<file path="src/pma_pkg.sv">
/*
 * shared constants and carrier types for the program memory addressing block.
 * assumes one 20 MHz clock, synchronous active-high reset, avalon-mm register access.
 */
package pma_pkg;

  // ************************************************************
  // register map (byte addresses, one aligned word each)
  // ************************************************************
  localparam logic [3:0] OFS_TABLE_PAGE = 4'h0;
  localparam logic [3:0] OFS_DATA_READ_PAGE = 4'h4;
  localparam logic [3:0] OFS_STATUS = 4'h8;

  // ************************************************************
  // field positions and reset values
  // ************************************************************
  localparam int TBL_PAGE_W = 8;
  localparam int DSR_PAGE_W = 10;
  localparam int PC_W = 23;
  localparam int STAT_TRAP_BIT = 31;
  localparam int STAT_SEL_BIT = 30;
  localparam logic [7:0] TBL_PAGE_RST = 8'h00;
  localparam logic [9:0] DSR_PAGE_RST = 10'h001;
  localparam logic [9:0] DSR_PAGE_TRAP = 10'h000;
  localparam logic [9:0] DSR_PS_MIN = 10'h200;
  localparam logic [15:0] VIS_BOUNDARY = 16'h8000;
  localparam logic [1:0] PS_LOW_WORD = 2'h2;
  localparam logic [1:0] PS_HIGH_BYTE = 2'h3;
  // reset vectors: plain values, picked by the target-vector select strap
  localparam logic [22:0] RST_VEC_PRIMARY = 23'h000000;
  localparam logic [22:0] RST_VEC_AUX = 23'h000200;
  // start of the auxiliary flash region (word-address space)
  localparam logic [23:0] AUX_BASE = 24'h7FC000;
  localparam logic [1:0] BOOT_WAIT = 2'h2;
  localparam logic [1:0] RESP_OKAY = 2'h0;
  localparam logic [1:0] RESP_SLVERR = 2'h2;

  // ************************************************************
  // carriers
  // ************************************************************
  typedef struct packed {
    logic high;        // upper (msb) space instead of lsw space
    logic byte_mode;   // byte access, bit 0 of the offset picks the byte
    logic [15:0] ea;   // working register value / effective address
  } pma_req_type;

  typedef struct packed {
    logic valid;       // one-cycle result strobe
    logic trap;        // address error trap
    logic data_space;  // access belongs to data space, not program space
    logic [15:0] data;
  } pma_ans_type;

  typedef enum logic [1:0] {
    SRC_NONE,
    SRC_TABLE,
    SRC_VIS,
    SRC_FETCH
  } pma_src_type;

endpackage

</file>
<file path="src/pma_program_memory_addressing.sv">
/*
 * program memory address generation: program counter, table reads and
 * program space visibility through the paged data window, plus the two
 * page registers on an avalon-mm slave.
 * assumes a program memory that returns prog_rdata combinationally, in the same
 * cycle as prog_addr_q, and flash busy levels per region from the flash
 * controller on the same clock.
 */
// Implementation choices: the Avalon-MM slave port and the register addresses.
`timescale 1ns/1ps

// Contract
// - 4M x 24-bit program address space
// - pc advances two per instruction word
// - pc bit 0 zero for fetches
// - table address is page over working register
// - table page spans 32K words
// - table offset wraps inside page
// - low read lsw, high read upper word
// - two side-by-side 16-bit table spaces
// - phantom byte accepted without fault
// - table page 8-bit, cleared, upper zero
// - read page 10-bit, upper bits zero
// - read page resets to one
// - read page zero traps window reads
// - program space needs page at threshold
// - window maps any 32-Kbyte segment
// - fetch other region while one busy
// - reset vector chosen by select bit
// - high read returns zero top byte
// - low word ignores bit 0, byte uses it
// - window address from page and ea
// - page top bits pick lsw or msb
module pma_program_memory_addressing
(
  input wire logic clk,
  input wire logic rst,
  // avalon-mm slave
  input wire logic [3:0] avs_address,
  input wire logic avs_read,
  input wire logic avs_write,
  input wire logic [31:0] avs_writedata,
  input wire logic [3:0] avs_byteenable,
  output logic [31:0] avs_readdata,
  output logic [1:0] avs_response,
  output logic avs_waitrequest,
  // reset-target-vector select strap (pin)
  input wire logic reset_target_vector_select,
  // instruction fetch
  input wire logic fetch_req,
  input wire logic fetch_jump,
  input wire logic [22:0] fetch_target,
  output logic fetch_ready,
  output logic fetch_valid,
  output logic [23:0] fetch_word,
  output logic [22:0] pc,
  // table read
  input wire logic table_read_req,
  input wire pma_pkg::pma_req_type table_read_cmd,
  output logic table_read_ready,
  // paged data window read
  input wire logic vis_req,
  input wire pma_pkg::pma_req_type vis_cmd,
  output logic vis_ready,
  // answers for table and window reads
  output pma_pkg::pma_ans_type rd_ans,
  // program memory side
  output logic [23:0] prog_addr_q,
  output logic prog_rd_q,
  input wire logic [23:0] prog_rdata,
  input wire logic user_flash_busy,
  input wire logic aux_flash_busy
);

  // ************************************************************
  // helpers
  // ************************************************************

  // lane/space selection shared by table and window reads
  function automatic logic [15:0] pick_data(input logic [23:0] w, input logic high,
                                            input logic byte_mode, input logic sel);
    logic [15:0] r;
    r = 16'h0000;
    if (!high && !byte_mode)
      r = w[15:0];
    else if (!high)
      r = sel ? {8'h00, w[15:8]} : {8'h00, w[7:0]};
    else if (!byte_mode || !sel)
      r = {8'h00, w[23:16]};
    else
      r = 16'h0000;
    return r;
  endfunction

  // region of a program address: aux flash or user flash
  function automatic logic is_aux(input logic [23:0] a);
    return a >= pma_pkg::AUX_BASE;
  endfunction

  // ************************************************************
  // registers
  // ************************************************************
  logic [7:0] tbl_page_q;
  logic [9:0] dsr_page_q;
  logic trap_seen_q;
  logic ack_q;
  logic [31:0] rdata_q;
  logic [1:0] resp_q;
  logic sel_meta_q;
  logic sel_sync_q;
  logic [1:0] boot_cnt_q;
  logic boot_done_q;
  logic [22:0] pc_q;
  pma_pkg::pma_src_type src_q;
  pma_pkg::pma_req_type cmd_q;
  logic cmd_high_q;
  logic [15:0] ans_data_q;
  logic ans_valid_q;
  logic ans_trap_q;
  logic ans_ds_q;
  logic fetch_valid_q;
  logic [23:0] fetch_word_q;

  logic bus_req;
  logic wr_fire;
  logic [1:0] reg_idx;
  logic vis_prog;
  logic vis_trap;
  logic fetch_region_busy;
  logic take_table;
  logic take_vis;
  logic take_fetch;

  // ************************************************************
  // avalon slave: one wait state on every access
  // ************************************************************
  assign bus_req = avs_read | avs_write;
  assign avs_waitrequest = bus_req & ~ack_q;
  assign wr_fire = avs_write & ack_q;
  assign reg_idx = avs_address[3:2];
  assign avs_readdata = rdata_q;
  assign avs_response = resp_q;

  // handshake: ack on the second cycle of a held request
  always_ff @(posedge clk)
  begin
    if (rst)
      ack_q <= 1'b0;
    else
      ack_q <= bus_req & ~ack_q;
  end

  // read data and response prepared before the ack edge
  always_ff @(posedge clk)
  begin
    if (rst)
    begin
      rdata_q <= 32'h0000_0000;
      resp_q <= pma_pkg::RESP_OKAY;
    end
    else if (bus_req && !ack_q)
    begin
      rdata_q <= 32'h0000_0000;
      resp_q <= pma_pkg::RESP_OKAY;
      case (avs_address)
        pma_pkg::OFS_TABLE_PAGE:
          rdata_q <= {24'h000000, tbl_page_q};
        pma_pkg::OFS_DATA_READ_PAGE:
          rdata_q <= {22'h000000, dsr_page_q};
        pma_pkg::OFS_STATUS:
          rdata_q <= {trap_seen_q, sel_sync_q, 7'h00, pc_q};
        default:
          resp_q <= pma_pkg::RESP_SLVERR;
      endcase
    end
  end

  // table page: only the low byte lane has storage
  always_ff @(posedge clk)
  begin
    if (rst)
      tbl_page_q <= pma_pkg::TBL_PAGE_RST;
    else if (wr_fire && avs_address == pma_pkg::OFS_TABLE_PAGE && avs_byteenable[0])
      tbl_page_q <= avs_writedata[7:0];
  end

  // data read page: bits 15..10 dropped on write
  always_ff @(posedge clk)
  begin
    if (rst)
      dsr_page_q <= pma_pkg::DSR_PAGE_RST;
    else if (wr_fire && avs_address == pma_pkg::OFS_DATA_READ_PAGE)
    begin
      if (avs_byteenable[0])
        dsr_page_q[7:0] <= avs_writedata[7:0];
      if (avs_byteenable[1])
        dsr_page_q[9:8] <= avs_writedata[9:8];
    end
  end

  // sticky trap flag, write one to clear; a new trap wins over the clear
  always_ff @(posedge clk)
  begin
    if (rst)
      trap_seen_q <= 1'b0;
    else if (take_vis && vis_trap)
      trap_seen_q <= 1'b1;
    else if (wr_fire && avs_address == pma_pkg::OFS_STATUS && avs_byteenable[3]
             && avs_writedata[pma_pkg::STAT_TRAP_BIT])
      trap_seen_q <= 1'b0;
  end

  // ************************************************************
  // reset vector strap and program counter
  // ************************************************************

  // strap comes from a pin, so two flops before use
  always_ff @(posedge clk)
  begin
    if (rst)
    begin
      sel_meta_q <= 1'b0;
      sel_sync_q <= 1'b0;
    end
    else
    begin
      sel_meta_q <= reset_target_vector_select;
      sel_sync_q <= sel_meta_q;
    end
  end

  // wait for the synchroniser to settle before loading the vector
  always_ff @(posedge clk)
  begin
    if (rst)
    begin
      boot_cnt_q <= 2'h0;
      boot_done_q <= 1'b0;
    end
    else if (!boot_done_q)
    begin
      boot_cnt_q <= boot_cnt_q + 2'h1;
      boot_done_q <= (boot_cnt_q == pma_pkg::BOOT_WAIT);
    end
  end

  // pc: bit 0 forced low, word index in bits 22..1
  always_ff @(posedge clk)
  begin
    if (rst)
      pc_q <= 23'h000000;
    else if (!boot_done_q && boot_cnt_q == pma_pkg::BOOT_WAIT)
      pc_q <= sel_sync_q ? pma_pkg::RST_VEC_AUX : pma_pkg::RST_VEC_PRIMARY;
    else if (fetch_jump && boot_done_q)
      pc_q <= {fetch_target[22:1], 1'b0};
    else if (take_fetch)
      pc_q <= {pc_q[22:1] + 22'h000001, 1'b0};
  end
  assign pc = pc_q;

  // ************************************************************
  // request arbitration: table, then window, then fetch
  // ************************************************************

  // window decode: below the boundary is plain data space for any nonzero read page
  assign vis_prog = vis_cmd.ea >= pma_pkg::VIS_BOUNDARY
                    && dsr_page_q >= pma_pkg::DSR_PS_MIN;
  assign vis_trap = dsr_page_q == pma_pkg::DSR_PAGE_TRAP;

  // only the region being erased stalls fetches from it
  assign fetch_region_busy = is_aux({1'b0, pc_q}) ? aux_flash_busy
                                                   : user_flash_busy;

  assign table_read_ready = 1'b1;
  assign vis_ready = ~table_read_req;
  assign fetch_ready = boot_done_q & ~fetch_jump & ~table_read_req & ~vis_req
                       & ~fetch_region_busy;
  assign take_table = table_read_req;
  assign take_vis = vis_req & ~table_read_req;
  assign take_fetch = fetch_req & fetch_ready;

  // memory address register: one access per cycle
  always_ff @(posedge clk)
  begin
    if (rst)
    begin
      prog_addr_q <= 24'h000000;
      prog_rd_q <= 1'b0;
      src_q <= pma_pkg::SRC_NONE;
      cmd_q <= '0;
      cmd_high_q <= 1'b0;
    end
    else
    begin
      prog_rd_q <= 1'b0;
      src_q <= pma_pkg::SRC_NONE;
      if (take_table)
      begin
        // 16-bit offset field is closed: no carry into the page
        prog_addr_q <= {tbl_page_q, table_read_cmd.ea};
        prog_rd_q <= 1'b1;
        src_q <= pma_pkg::SRC_TABLE;
        cmd_q <= table_read_cmd;
        cmd_high_q <= table_read_cmd.high;
      end
      else if (take_vis)
      begin
        prog_addr_q <= {1'b0, dsr_page_q[7:0], vis_cmd.ea[14:0]};
        prog_rd_q <= vis_prog && !vis_trap;
        src_q <= pma_pkg::SRC_VIS;
        cmd_q <= vis_cmd;
        cmd_high_q <= dsr_page_q[9:8] == pma_pkg::PS_HIGH_BYTE;
      end
      else if (take_fetch)
      begin
        prog_addr_q <= {1'b0, pc_q[22:1], 1'b0};
        prog_rd_q <= 1'b1;
        src_q <= pma_pkg::SRC_FETCH;
      end
    end
  end

  // trap and data-space marks travel with the window request
  always_ff @(posedge clk)
  begin
    if (rst)
    begin
      ans_trap_q <= 1'b0;
      ans_ds_q <= 1'b0;
    end
    else
    begin
      ans_trap_q <= take_vis && vis_trap;
      ans_ds_q <= take_vis && !vis_trap && !vis_prog;
    end
  end

  // ************************************************************
  // answer formatting, one cycle after the memory read
  // ************************************************************
  logic trap_d1_q;
  logic ds_d1_q;

  always_ff @(posedge clk)
  begin
    if (rst)
    begin
      ans_valid_q <= 1'b0;
      ans_data_q <= 16'h0000;
      trap_d1_q <= 1'b0;
      ds_d1_q <= 1'b0;
      fetch_valid_q <= 1'b0;
      fetch_word_q <= 24'h000000;
    end
    else
    begin
      ans_valid_q <= src_q == pma_pkg::SRC_TABLE || src_q == pma_pkg::SRC_VIS;
      trap_d1_q <= ans_trap_q;
      ds_d1_q <= ans_ds_q;
      ans_data_q <= 16'h0000;
      if (prog_rd_q && src_q != pma_pkg::SRC_FETCH)
        ans_data_q <= pick_data(prog_rdata, cmd_high_q, cmd_q.byte_mode, cmd_q.ea[0]);
      fetch_valid_q <= src_q == pma_pkg::SRC_FETCH;
      if (src_q == pma_pkg::SRC_FETCH)
        fetch_word_q <= prog_rdata;
    end
  end

  assign rd_ans = '{valid: ans_valid_q, trap: trap_d1_q, data_space: ds_d1_q,
                    data: ans_data_q};
  assign fetch_valid = fetch_valid_q;
  assign fetch_word = fetch_word_q;

  // ************************************************************
  // checks
  // ************************************************************
  property p_pc_even;
    @(posedge clk) disable iff (rst) pc_q[0] == 1'b0;
  endproperty
  a_pc_even: assert property (p_pc_even) else $error("pc bit 0 set");

  property p_pc_step;
    @(posedge clk) disable iff (rst)
      take_fetch && !fetch_jump ##1 boot_done_q |-> pc_q == $past(pc_q) + 23'h000002;
  endproperty
  a_pc_step: assert property (p_pc_step) else $error("pc did not advance by two");

  property p_tbl_addr;
    @(posedge clk) disable iff (rst)
      take_table |=> prog_addr_q == {$past(tbl_page_q), $past(table_read_cmd.ea)};
  endproperty
  a_tbl_addr: assert property (p_tbl_addr) else $error("table address wrong");

  property p_trap;
    @(posedge clk) disable iff (rst)
      take_vis && dsr_page_q == 10'h000 |-> ##2 rd_ans.valid && rd_ans.trap;
  endproperty
  a_trap: assert property (p_trap) else $error("page zero did not trap");

  property p_no_ps_low_page;
    @(posedge clk) disable iff (rst)
      take_vis && dsr_page_q < 10'h200 |=> !prog_rd_q;
  endproperty
  a_no_ps_low_page: assert property (p_no_ps_low_page) else $error("low page hit ps");

  property p_dsr_reset;
    @(posedge clk) $fell(rst) |-> dsr_page_q == 10'h001;
  endproperty
  a_dsr_reset: assert property (p_dsr_reset) else $error("read page not one");

  property p_tbl_reset;
    @(posedge clk) $fell(rst) |-> tbl_page_q == 8'h00;
  endproperty
  a_tbl_reset: assert property (p_tbl_reset) else $error("table page not zero");

  property p_high_zero;
    @(posedge clk) disable iff (rst)
      take_table && table_read_cmd.high |-> ##2 rd_ans.data[15:8] == 8'h00;
  endproperty
  a_high_zero: assert property (p_high_zero) else $error("phantom byte nonzero");

  property p_vis_addr;
    @(posedge clk) disable iff (rst)
      take_vis |=> prog_addr_q[23] == 1'b0
                   && prog_addr_q[22:15] == $past(dsr_page_q[7:0]);
  endproperty
  a_vis_addr: assert property (p_vis_addr) else $error("window address wrong");

  property p_stall_region;
    @(posedge clk) disable iff (rst)
      take_fetch |-> !(is_aux({1'b0, pc_q}) ? aux_flash_busy : user_flash_busy);
  endproperty
  a_stall_region: assert property (p_stall_region) else $error("fetch from busy region");

  property p_bus_ack;
    @(posedge clk) disable iff (rst)
      bus_req && !ack_q |=> !avs_waitrequest;
  endproperty
  a_bus_ack: assert property (p_bus_ack) else $error("slave did not answer");

  c_table_high: cover property (@(posedge clk) disable iff (rst)
    take_table && table_read_cmd.high ##2 rd_ans.valid);
  c_vis_msb: cover property (@(posedge clk) disable iff (rst)
    take_vis && dsr_page_q[9:8] == 2'h3 && vis_cmd.ea[15]);
  c_fetch_aux_busy: cover property (@(posedge clk) disable iff (rst)
    take_fetch && aux_flash_busy);
  c_trap: cover property (@(posedge clk) disable iff (rst) take_vis && vis_trap);

endmodule // pma_program_memory_addressing

</file>
<file path="config.mk">
export PLATFORM = sky130hd
export DESIGN_NAME = pma_program_memory_addressing
export DESIGN_NICKNAME = d
export VERILOG_FILES = /design/src/pma_pkg.sv /design/src/pma_program_memory_addressing.sv
export SDC_FILE = /design/constraint.sdc
export NUM_CORES = 1
export LEC_CHECK = 0
export ABC_AREA = 1
export BUFFER_PORTS_ARGS = -buffer_cell sky130_fd_sc_hd__buf_2
export CORE_MARGIN = 2
export CORE_UTILIZATION = 49
export CTS_BUF_LIST = sky130_fd_sc_hd__clkbuf_8 sky130_fd_sc_hd__clkbuf_16
export DETAILED_ROUTE_END_ITERATION = 12
export PLACE_DENSITY = 0.89
export SYNTH_ARGS = -nofsm -noshare
export SYNTH_HDL_FRONTEND = slang
export SYNTH_SLANG_ARGS = --single-unit
export TNS_END_PERCENT = 50
</file>
<file path="constraint.sdc">
create_clock -name clk -period 2.1 [get_ports clk]
set_input_delay 0.21 -clock clk [delete_from_list [all_inputs] [get_ports clk]]
set_output_delay 0.21 -clock clk [all_outputs]
set_load 0.01 [all_outputs]
</file>
== Word-level counts from Yosys, hierarchy flattened ==
Cells that the tools add are included.
Cells by class
  $lt $le $gt $ge: 3
  bitwise gates (word level): 15
  eq/ne operators: 8
  muxes and demuxes: 27
  shifts and indexed selects: 0
  reductions and logical operators: 36
  divide/modulo/power cells: 0
  $mul: 0
  add/subtract/negate cells: 2
Operators with widths (number)
  $pmux 32 s3: 1
  $mux 24: 3
  $mux 23: 3
  $mux 17: 2
  $mux 8: 3
  $ge 23x23->1 const B: 1
  $add 22x1->22 const B: 1
  $ge 16x16->1 const B: 1
  $logic_and 1x1->1: 16
  $mux 16: 1
  $ge 10x10->1 const B: 1
  $logic_not 10->1: 1
  $mux 1: 10
  $mux 10: 1
  $and 1x1->1: 8
  $eq 2x2->1 const B: 4
  $logic_not 1->1: 7
  $mux 2: 3
  $not 1->1: 6
  $reduce_bool 3->1: 2
  $eq 4x3->1 const B: 1
  $eq 4x4->1 const B: 1
  $logic_not 4->1: 1
  $reduce_and 2->1: 2
  8 further kinds: 11
Storage, ports and cells
  ROM bits: 0
  flip-flop bits (word level): 158
  output and inout bits: 130
  bits in writable memories: 0
  memories: 0
  latch bits: 0
  input bits: 134
  logic and storage cells: 118

== Depth between registers and ports, before layout ==
Gate-level depths: netlist of run 1.
  word-level depth: 9
  gate-level depth with buffers: 12

== Worst setup path after synthesis of run 1 ==
Ideal clock, no wire load.
  path kind: register to register
  start: register boot_cnt_q[0]
  end: register pc_q[9] (netlist: pc[9])
  data arrival time: 1.510 ns
  data required time: 1.983 ns
  library setup time: 0.117 ns
  stages on the path, launching flop included: 11
  slack: 0.473 ns
  path buffers: 1
  path through: dfxtp_1 inv_1 ha_1 inv_1 nor2_1 nor2_1 nand2_4 inv_4 buf_4 nor2_1 nor2_1
On the way
  longest elaborated chain between the ends: 3
  elaborated cells between the ends (all ways): 4
  classes of those cells: eq/ne (1); mux (1); reduce/logical (2)
Ends and longest elaborated chain
  from (decl): line pma_program_memory_addressing.sv:111  | logic [1:0] boot_cnt_q;
  from (signal assigned): line pma_program_memory_addressing.sv:242  | boot_cnt_q <= boot_cnt_q + 2'h1;
  $eq 2x2->1 *: line pma_program_memory_addressing.sv:252  | else if (!boot_done_q && boot_cnt_q == pma_pkg::BOOT_WAIT)
  $logic_and 1x1->1 *: line pma_program_memory_addressing.sv:252
  $reduce_bool 3->1 (no source line) or $mux 23 (tied branches)
  to (signal assigned): line pma_program_memory_addressing.sv:253  | pc_q <= sel_sync_q ? pma_pkg::RST_VEC_AUX : pma_pkg::RST_VEC_PRIMARY;
  to (signal assigned): line pma_program_memory_addressing.sv:255  | pc_q <= {fetch_target[22:1], 1'b0};
  to (signal assigned): line pma_program_memory_addressing.sv:257  | pc_q <= {pc_q[22:1] + 22'h000001, 1'b0};
  to (decl): line pma_program_memory_addressing.sv:113  | logic [22:0] pc_q;
Every way passes the cells marked *; elsewhere a longest branch is shown, timed or not.
A chain may end at the register's enable or synchronous reset.

== Worst setup path in the final report of run 1 ==
  start: register pc_q[2] (netlist: pc[2])
  end: register pc_q[13] (netlist: pc[13])
On the way
  longest elaborated chain between the ends: 6
  elaborated cells between the ends (all ways): 10
  classes of those cells: add/sub (1); order compare (1); mux (4); bitwise (3); reduce/logical (1)
Ends and longest elaborated chain
  $ge 23x23->1: line pma_program_memory_addressing.sv:97  | return a >= pma_pkg::AUX_BASE;
  $mux 1: line pma_program_memory_addressing.sv:271  | assign fetch_region_busy = is_aux({1'b0, pc_q}) ? aux_flash_busy
  $not 1->1: line pma_program_memory_addressing.sv:277  | & ~fetch_region_busy;
  $and 1x1->1: line pma_program_memory_addressing.sv:277
  $and 1x1->1: line pma_program_memory_addressing.sv:280  | assign take_fetch = fetch_req & fetch_ready;
  $reduce_bool 3->1 (no source line)
Parallel ways exist; a longest one is shown, timed or not. The select of a mux whose other input is x is not followed.

==> results of run 1 <==
[power by group]
group	total, W	switching [W]	leakage (nW)	internal, W
clock	0.00296	0.00136	0.275	0.00160
combinational	0.00121	0.000771	2.55	0.000442
sequential	0.00312	0.000144	1.21	0.00297
[flip-flops by register name, summed over array words and instances (netlist names), 2 cells and up]
signal / count
src_q: 2
pc: 22
dsr_page_q: 10
avs_readdata: 25
cmd_q: 2
boot_cnt_q: 2
tbl_page_q: 8
ans_data_q: 16
prog_addr_q: 24
fetch_word: 24
[worst paths after layout]
| check | depth (start not counted) | from | slack (ps) | end |
|---|---|---|---|---|
| min | 3 | prog_rdata[1] | 2 | fetch_word[1] |
| max reg2reg | 10 | pc[2] | 240 | pc[13] |
| max | 10 | pc[2] | 240 | pc[13] |
| min reg2reg | 2 | ans_trap_q | 400 | trap_d1_q |
[metrics by stage]
stage / hold slack, ps / total power [W] / std cells / worst slack [ps]
final: 1.844 / 0.007286 / 1375 / 244.1
after global routing: 9.379 / 0.007549 / 1373 / 55.38
after CTS: 0.3398 / 0.007258 / 1373 / 171.0
after detailed placement: 394.8 / 0.004341 / 1334 / 203.1
after global placement: 389.1 / 0.004314 / 1334 / 225.8
after floorplan: 313.1 / 0.003831 / 946 / 473.4
[metal layers]
metal	vias to the layer above	share of wire, %
met5	-	0
met4	0	4.0
met3	74	10
met2	465	46
met1	3366	40
li1	3583	-
[cell families after synthesis]
group	after synthesis
adder cells (fa/ha/maj)	4
flip-flops	149
AO/OA/AOI/OAI	249
AND/OR/NAND/NOR	388
other	2
XOR/XNOR	7
buffers and inverters	139
[layout make-up]
| type | instances | area [µm²] | area share (%) |
|---|---|---|---|
| inverter | 80 | 302.8 | 3.459 |
| clock inverter | 14 | 136.4 | 1.558 |
| antenna | 2 | 5.005 | 0.05718 |
| sequential | 149 | 2983 | 34.08 |
| multi-input combinational | 658 | 3110 | 35.53 |
| clock buffer | 18 | 439.2 | 5.017 |
| tap | 176 | 220.2 | 2.516 |
| timing repair buffer | 278 | 1556 | 17.78 |
[layout by cell type, fill, tap and decap left out, types with 5 or more instances in the layout]
| cell | synthesis | final |
|---|---|---|
| a21oi_1 | 111 | 111 |
| o221ai_1 | 5 | 5 |
| dfxtp_1 | 149 | 149 |
| nand2_1 | 226 | 226 |
| inv_1 | 74 | 74 |
| o22ai_1 | 12 | 12 |
| nor2_2 | 3 | 5 |
| o211ai_1 | 7 | 7 |
| clkbuf_16 | 0 | 17 |
| a31oi_1 | 5 | 5 |
| xor2_1 | 6 | 6 |
| nand3_1 | 53 | 53 |
| dlygate4sd3_1 | 0 | 7 |
| nand4_1 | 5 | 5 |
| nor2_1 | 89 | 87 |
| buf_2 | 6 | 229 |
| o21ai_0 | 91 | 91 |
| conb_1 | 2 | 10 |
| buf_4 | 16 | 40 |
| a221oi_1 | 6 | 6 |
[repair_timing]
| action | in CTS | in global routing |
|---|---|---|
| hold buffers | 7 | 0 |
| endpoints found under the hold margin | 7 | 0 |
| gates resized for setup | 0 | 1 |
| endpoints found under the setup margin | 0 | 1 |
[critical path, delay by kind of cell, from the launching register on]
kind,cells,cell delay (ps)
flip-flops,1,390
buffers and inverters,1,140
AO/OA/AOI/OAI,3,270
AND/OR/NAND/NOR,5,650
adder cells (fa/ha/maj),1,270
==> results by group, run 1 <==
GRT
  • Busiest grt layer: met2
  • Met1 usage: 39.96%
  • Initial antenna violation count: 1
  • All-Layer GR Usage: 31.31%
  • Met3 usage: 7.123%
  • Vias in the first global route: 6,844
  • Largest net degree at the start of global routing: 37
  • GRT overflow: 0
  • Met2 Usage GRT: 50.49%
  • First-pass GRT wire length: 35,410 µm

Power
  • Max rail drop VDD: 0.6138 mV
  • Leakage: 4.039 nW
  • Power Density: 832.4 nW/µm²

Synthesis
  • Count of state elements after synthesis: 149
  • Most used DFF post-synth: dfxtp_1
  • Mapped Area: 6658 µm²
  • Seq/Total Area, Yosys: 44.80%
  • Post-Syn Instances: 938
  • Post-synth EDFFs: 0
  • Netlist cell types: 40
  • Post-Synth XOR/XNOR Area: 0.9209%
  • Post-Synth Adder-Cell Area: 0.7517%
  • Top cells by count, synth: nand2_1, dfxtp_1, a21oi_1
  • Synth warn: 0
  • Post-synthesis compound-gate area fraction: 20.47%
  • Largest area contributor in the netlist: dfxtp_1
  • Area share of the largest cell type after synthesis: 44.80%
  • Count leader, synth: nand2_1
  • Ranking of synthesized cells by area: dfxtp_1, nand2_1, a21oi_1
  • Simple-gate area share of the yosys netlist: 23.94%
  • Post-synthesis mux area share: 0%
  • Syn avg cell area: 7.098 µm²
  • Largest family of logic cells by synthesized area: simple AND/OR/NAND/NOR gates
  • Synth async-reset ratio: 0%

Detailed routing
  • DRT Pass-1 Iters: 5
  • DR WL/cell: 16.64 µm
  • Final WL: 22,890 µm
  • DRC errors left: 0
  • DR iter-0 viols: 694
  • Vias per std cell: 5.446
  • DR vias: 7,488
  • Routed Antenna Nets: 0

STA
  • Max-slew violations: 0
  • Hold Fails Final Rpt: 0
  • Unrepaired setup endpoints after global routing: no
  • Final worst-path cycle share: 88.38%
  • Actual slew at the worst max-slew pin: 645.1 ps
  • Min Tclk post-route: 1856 ps
  • Final Skew: 10.28 ps
  • Total Neg Setup Slack: 0 ps
  • Setup Viol. Count Final: 0
  • Fmax: 538.8 MHz
  • Slew HR: 56.84%

Min path
  • Hold Path Class: input pin to register

Finish
  • Final Util: 66.10%
  • # fillers: 1,180
  • Design Area, Final: 8753 µm²
  • Area delta synth->final: 31.48%
  • Nets: 1,322
  • Layout cell share with drive strength beyond 1: 26.48%

Critical path
  • Crit-path cells: ha_1, nand3_1, inv_1, nand2_1, nor2_1, a21oi_1, o21ai_0, nand2_1, nand2_1, a21oi_1
  • Most used cell along the critical path: nand2_1
  • Max incr delay on CP: 390 ps
  • Slowest CP cell: dfxtp_1
  • WP data required: 2410 ps
  • CP Max Fanout: 5
  • Kind of end point of the critical path: register
  • Worst setup SP type: register
  • Kind of critical path: register to register
  • Critical Path AT: 2170 ps

Outcome
  • Status: finished clean

Clocking
  • Clock Tree Root: clkbuf_16
  • Reg clk slew, reported paths: 70 ps
  • Clk Latency, worst-skew pair: 430 ps
  • Setup repair bufs after CTS: 0
  • Clock Tree Buf Depth: 2
  • CTS Buf Count: 17
  • CTS tree: yes
  • H-tree depth: 4
  • CTS sink count: 149

Floorplanning
  • Initial Util: 50.27%
  • IO Pins: 264
  • Die width: 120.6 µm
  • Height of the die: 120.6 µm
  • Core Area: 13,240 µm²
  • Die ar.: 14,540 µm²
  • # rows: 42

Place
  • Post-DP Area: 8100 µm²
  • Global placement routability congestion: 0.9570
  • Dpl hpwl: 16,950 µm
  • Port Buffers: 229

Run
  • Max Cap Viol: 0
(Power assumes the default switching activity.)
==> inputs of run 2 (changes only) <==
- ABC_AREA: 1 -> not set
==> run 2 against run 1 <==
Net effect: critical path type is now register to output port; cell count is 11% lower; power is 6.3% higher; critical endpoint is now fetch_ready; via count is 7.7% lower; sequential cell count stayed put; core utilization is 0.60 points higher; wire length is 7.0% lower; setup slack worse by 150 ps; combinational power is 20% higher; global-route usage is 2.0 points lower; register-to-register slack worse by 130 ps.
==> results by group, run 2 <==
Finish
  • Layout cell share with drive strength beyond 1: 31.23%
  • Most common cell after layout, fill and taps aside: buf_2
  • Layout Cells excl Fill: 1,223
  • Area delta synth->final: 33.36%
  • Nets: 1,173
  • Antenna diode count: 0
  • Commonest non-fill, non-tap cells in the layout: buf_2, dfxtp_1, nor2_1, nand2_1, mux2i_1
  • Final Util: 66.70%
  • Max reg flops: 25

Floorplanning
  • Die ar.: 14,460 µm²
  • Core Area: 13,240 µm²
  • # rows: 42
  • Height of the die: 120.3 µm
  • Die width: 120.3 µm
  • Initial Util: 50.01%
  • IO Pins: 264

STA
  • Slew HR: 54.90%
  • Actual slew at the worst max-slew pin: 674.0 ps
  • Setup Viol. Count Final: 0
  • Final worst-path cycle share: 95.72%
  • Min Tclk post-route: 2010 ps
  • Final Skew: 12.32 ps
  • Hold Fails Final Rpt: 0
  • Max-slew violations: 0
  • Total Neg Setup Slack: 0 ps
  • Post-route setup slack: 89.96 ps
  • Fmax: 497.5 MHz
  • Unrepaired setup endpoints after global routing: yes

Clocking
  • Clock Tree Root: clkbuf_16
  • Clk Latency, worst-skew pair: 430 ps
  • CTS sink count: 149
  • Setup repair bufs after CTS: 0
  • CTS Buf Count: 17
  • CTS tree: yes
  • Reg clk slew, reported paths: 60 ps
  • H-tree depth: 4
  • Clock Tree Buf Depth: 2

Place
  • Port Buffers: 229
  • Global placement routability congestion: 0.9263
  • Dpl hpwl: 15,330 µm
  • Pre-CTS setup slack: 135.9 ps
  • Placed cell count: 1,186

Power
  • Power Density: 877.0 nW/µm²
  • Leakage: 4.082 nW
  • Power, Total: 0.007746 W
  • Max rail drop VDD: 0.5709 mV

Synthesis
  • Ranking of synthesized cells by area: dfxtp_1, mux2i_1, nor2_1
  • Synth warn: 0
  • Area share of the largest cell type after synthesis: 45.04%
  • Syn avg cell area: 8.404 µm²
  • Count leader, synth: dfxtp_1
  • Most used DFF post-synth: dfxtp_1
  • Count of state elements after synthesis: 149
  • Post-synth EDFFs: 0
  • Seq/Total Area, Yosys: 45.04%
  • Post-Syn Instances: 788
  • Top cells by count, synth: dfxtp_1, nor2_1, nand2_1
  • Netlist cell types: 49
  • Synth async-reset ratio: 0%
  • Largest area contributor in the netlist: dfxtp_1
  • Mapped Area: 6623 µm²

Min path
  • Hold Path Class: input pin to register

GRT
  • First-pass GRT wire length: 33,180 µm
  • All-Layer GR Usage: 29.35%
  • Largest net degree at the start of global routing: 55
  • Vias in the first global route: 6,592
  • GRT overflow: 0
  • Initial antenna violation count: 1

Detailed routing
  • DRC errors left: 0
  • Final WL: 21,270 µm
  • DR WL/cell: 17.39 µm
  • Vias per std cell: 5.654
  • DR vias: 6,915
  • DR iter-0 viols: 511
  • DRT Pass-1 Iters: 8
  • Routed Antenna Nets: 0

Critical path
  • Max incr delay on CP: 350 ps
  • Crit-path cells: nand4_1, o31a_1, buf_6, nor3b_2, buf_2
  • Kind of critical path: register to output port
  • CP delay by family, top: simple AND/OR/NAND/NOR gates
  • WP data required: 1890 ps
  • Reg-to-reg slack, setup: 110 ps
  • Critical Path AT: 1800 ps
  • Worst Path Buf+Inv: 2
  • Slowest CP cell: o31a_1
  • Worst setup SP type: register
  • Kind of end point of the critical path: output port
  • CP Max Fanout: 11

Outcome
  • Status: finished clean

Run
  • Max Cap Viol: 0
==> run 2: kinds of logic (layout without fill, tap and decap cells) <==
logic type / count (synthesis) / count (layout) / share of synthesized area, %
and+or+nand+nor: 315 / 315 / 21.92
AOI/OAI and AO/OA: 152 / 152 / 14.06
other: 2 / 10 / 0.1134
buffers and inverters: 82 / 333 / 5.592
xor gates and xnor gates: 9 / 9 / 1.190
DFF: 149 / 149 / 45.04
adders and majority gates: 4 / 4 / 0.7557
muxes: 75 / 75 / 11.34
==> run 2: through the flow <==
stage	area, µm²	hold WS (ps)
after global routing	8832	24.22
after global placement	8137	413.9
after CTS	8822	0.1419
after floorplan	6655	309.1
final	8832	15.83
after detailed placement	8137	419.2
==> run 2: final timing paths <==
| check | startpoint | endpoint | depth (start not counted) |
|---|---|---|---|
| max | pc[18] | fetch_ready | 5 |
| min reg2reg | ans_trap_q | trap_d1_q | 1 |
| max reg2reg | pc[18] | prog_addr_q[23] | 6 |
| min | fetch_target[20] | pc[20] | 3 |
==> run 2: final cells by class <==
cell class | count | area (µm²)
flip-flops and latches | 149 | 2983
multi-input cells | 565 | 3322
clock inverters | 14 | 200.2
inverters | 9 | 33.78
well taps | 176 | 220.2
fillers | 1049 | 4410
clock buffers | 17 | 425.4
repair buffers | 293 | 1648
==> run 2: power breakdown <==
part / internal, W / switching, W / total (W)
logic: 0.000579 / 0.000868 / 0.00145
registers: 0.00300 / 0.0000941 / 0.00309
clock network: 0.00199 / 0.00122 / 0.00321
total: 0.00557 / 0.00218 / 0.00775
==> run 2: routing by layer <==
layer  GRT usage [%]  vias up  part of all wire (%)  wire length [µm]
met5               0        -                 0.047                10
met4           11.19        2                   2.0               425
met2           50.57      408                    50             10690
li1                -     3235                     -                 -
met3           8.113       45                   9.5              2026
met1           34.83     3225                    38              8117
==> run 2: repair_timing <==
item | CTS | global route
hold buffers | 6 | 0
resized for setup | 0 | 3
endpoints found under the hold margin | 6 | 0
setup endpoints to repair | 0 | 6
==> run 2: worst reg2reg max path, stage by stage, from the launching register on <==
cell and delay, ps:
dfxtp_1 340, nand4_1 160, o31a_1 350, or3_1 510
buf_4 230, a32oi_1 210, nor2_1 50
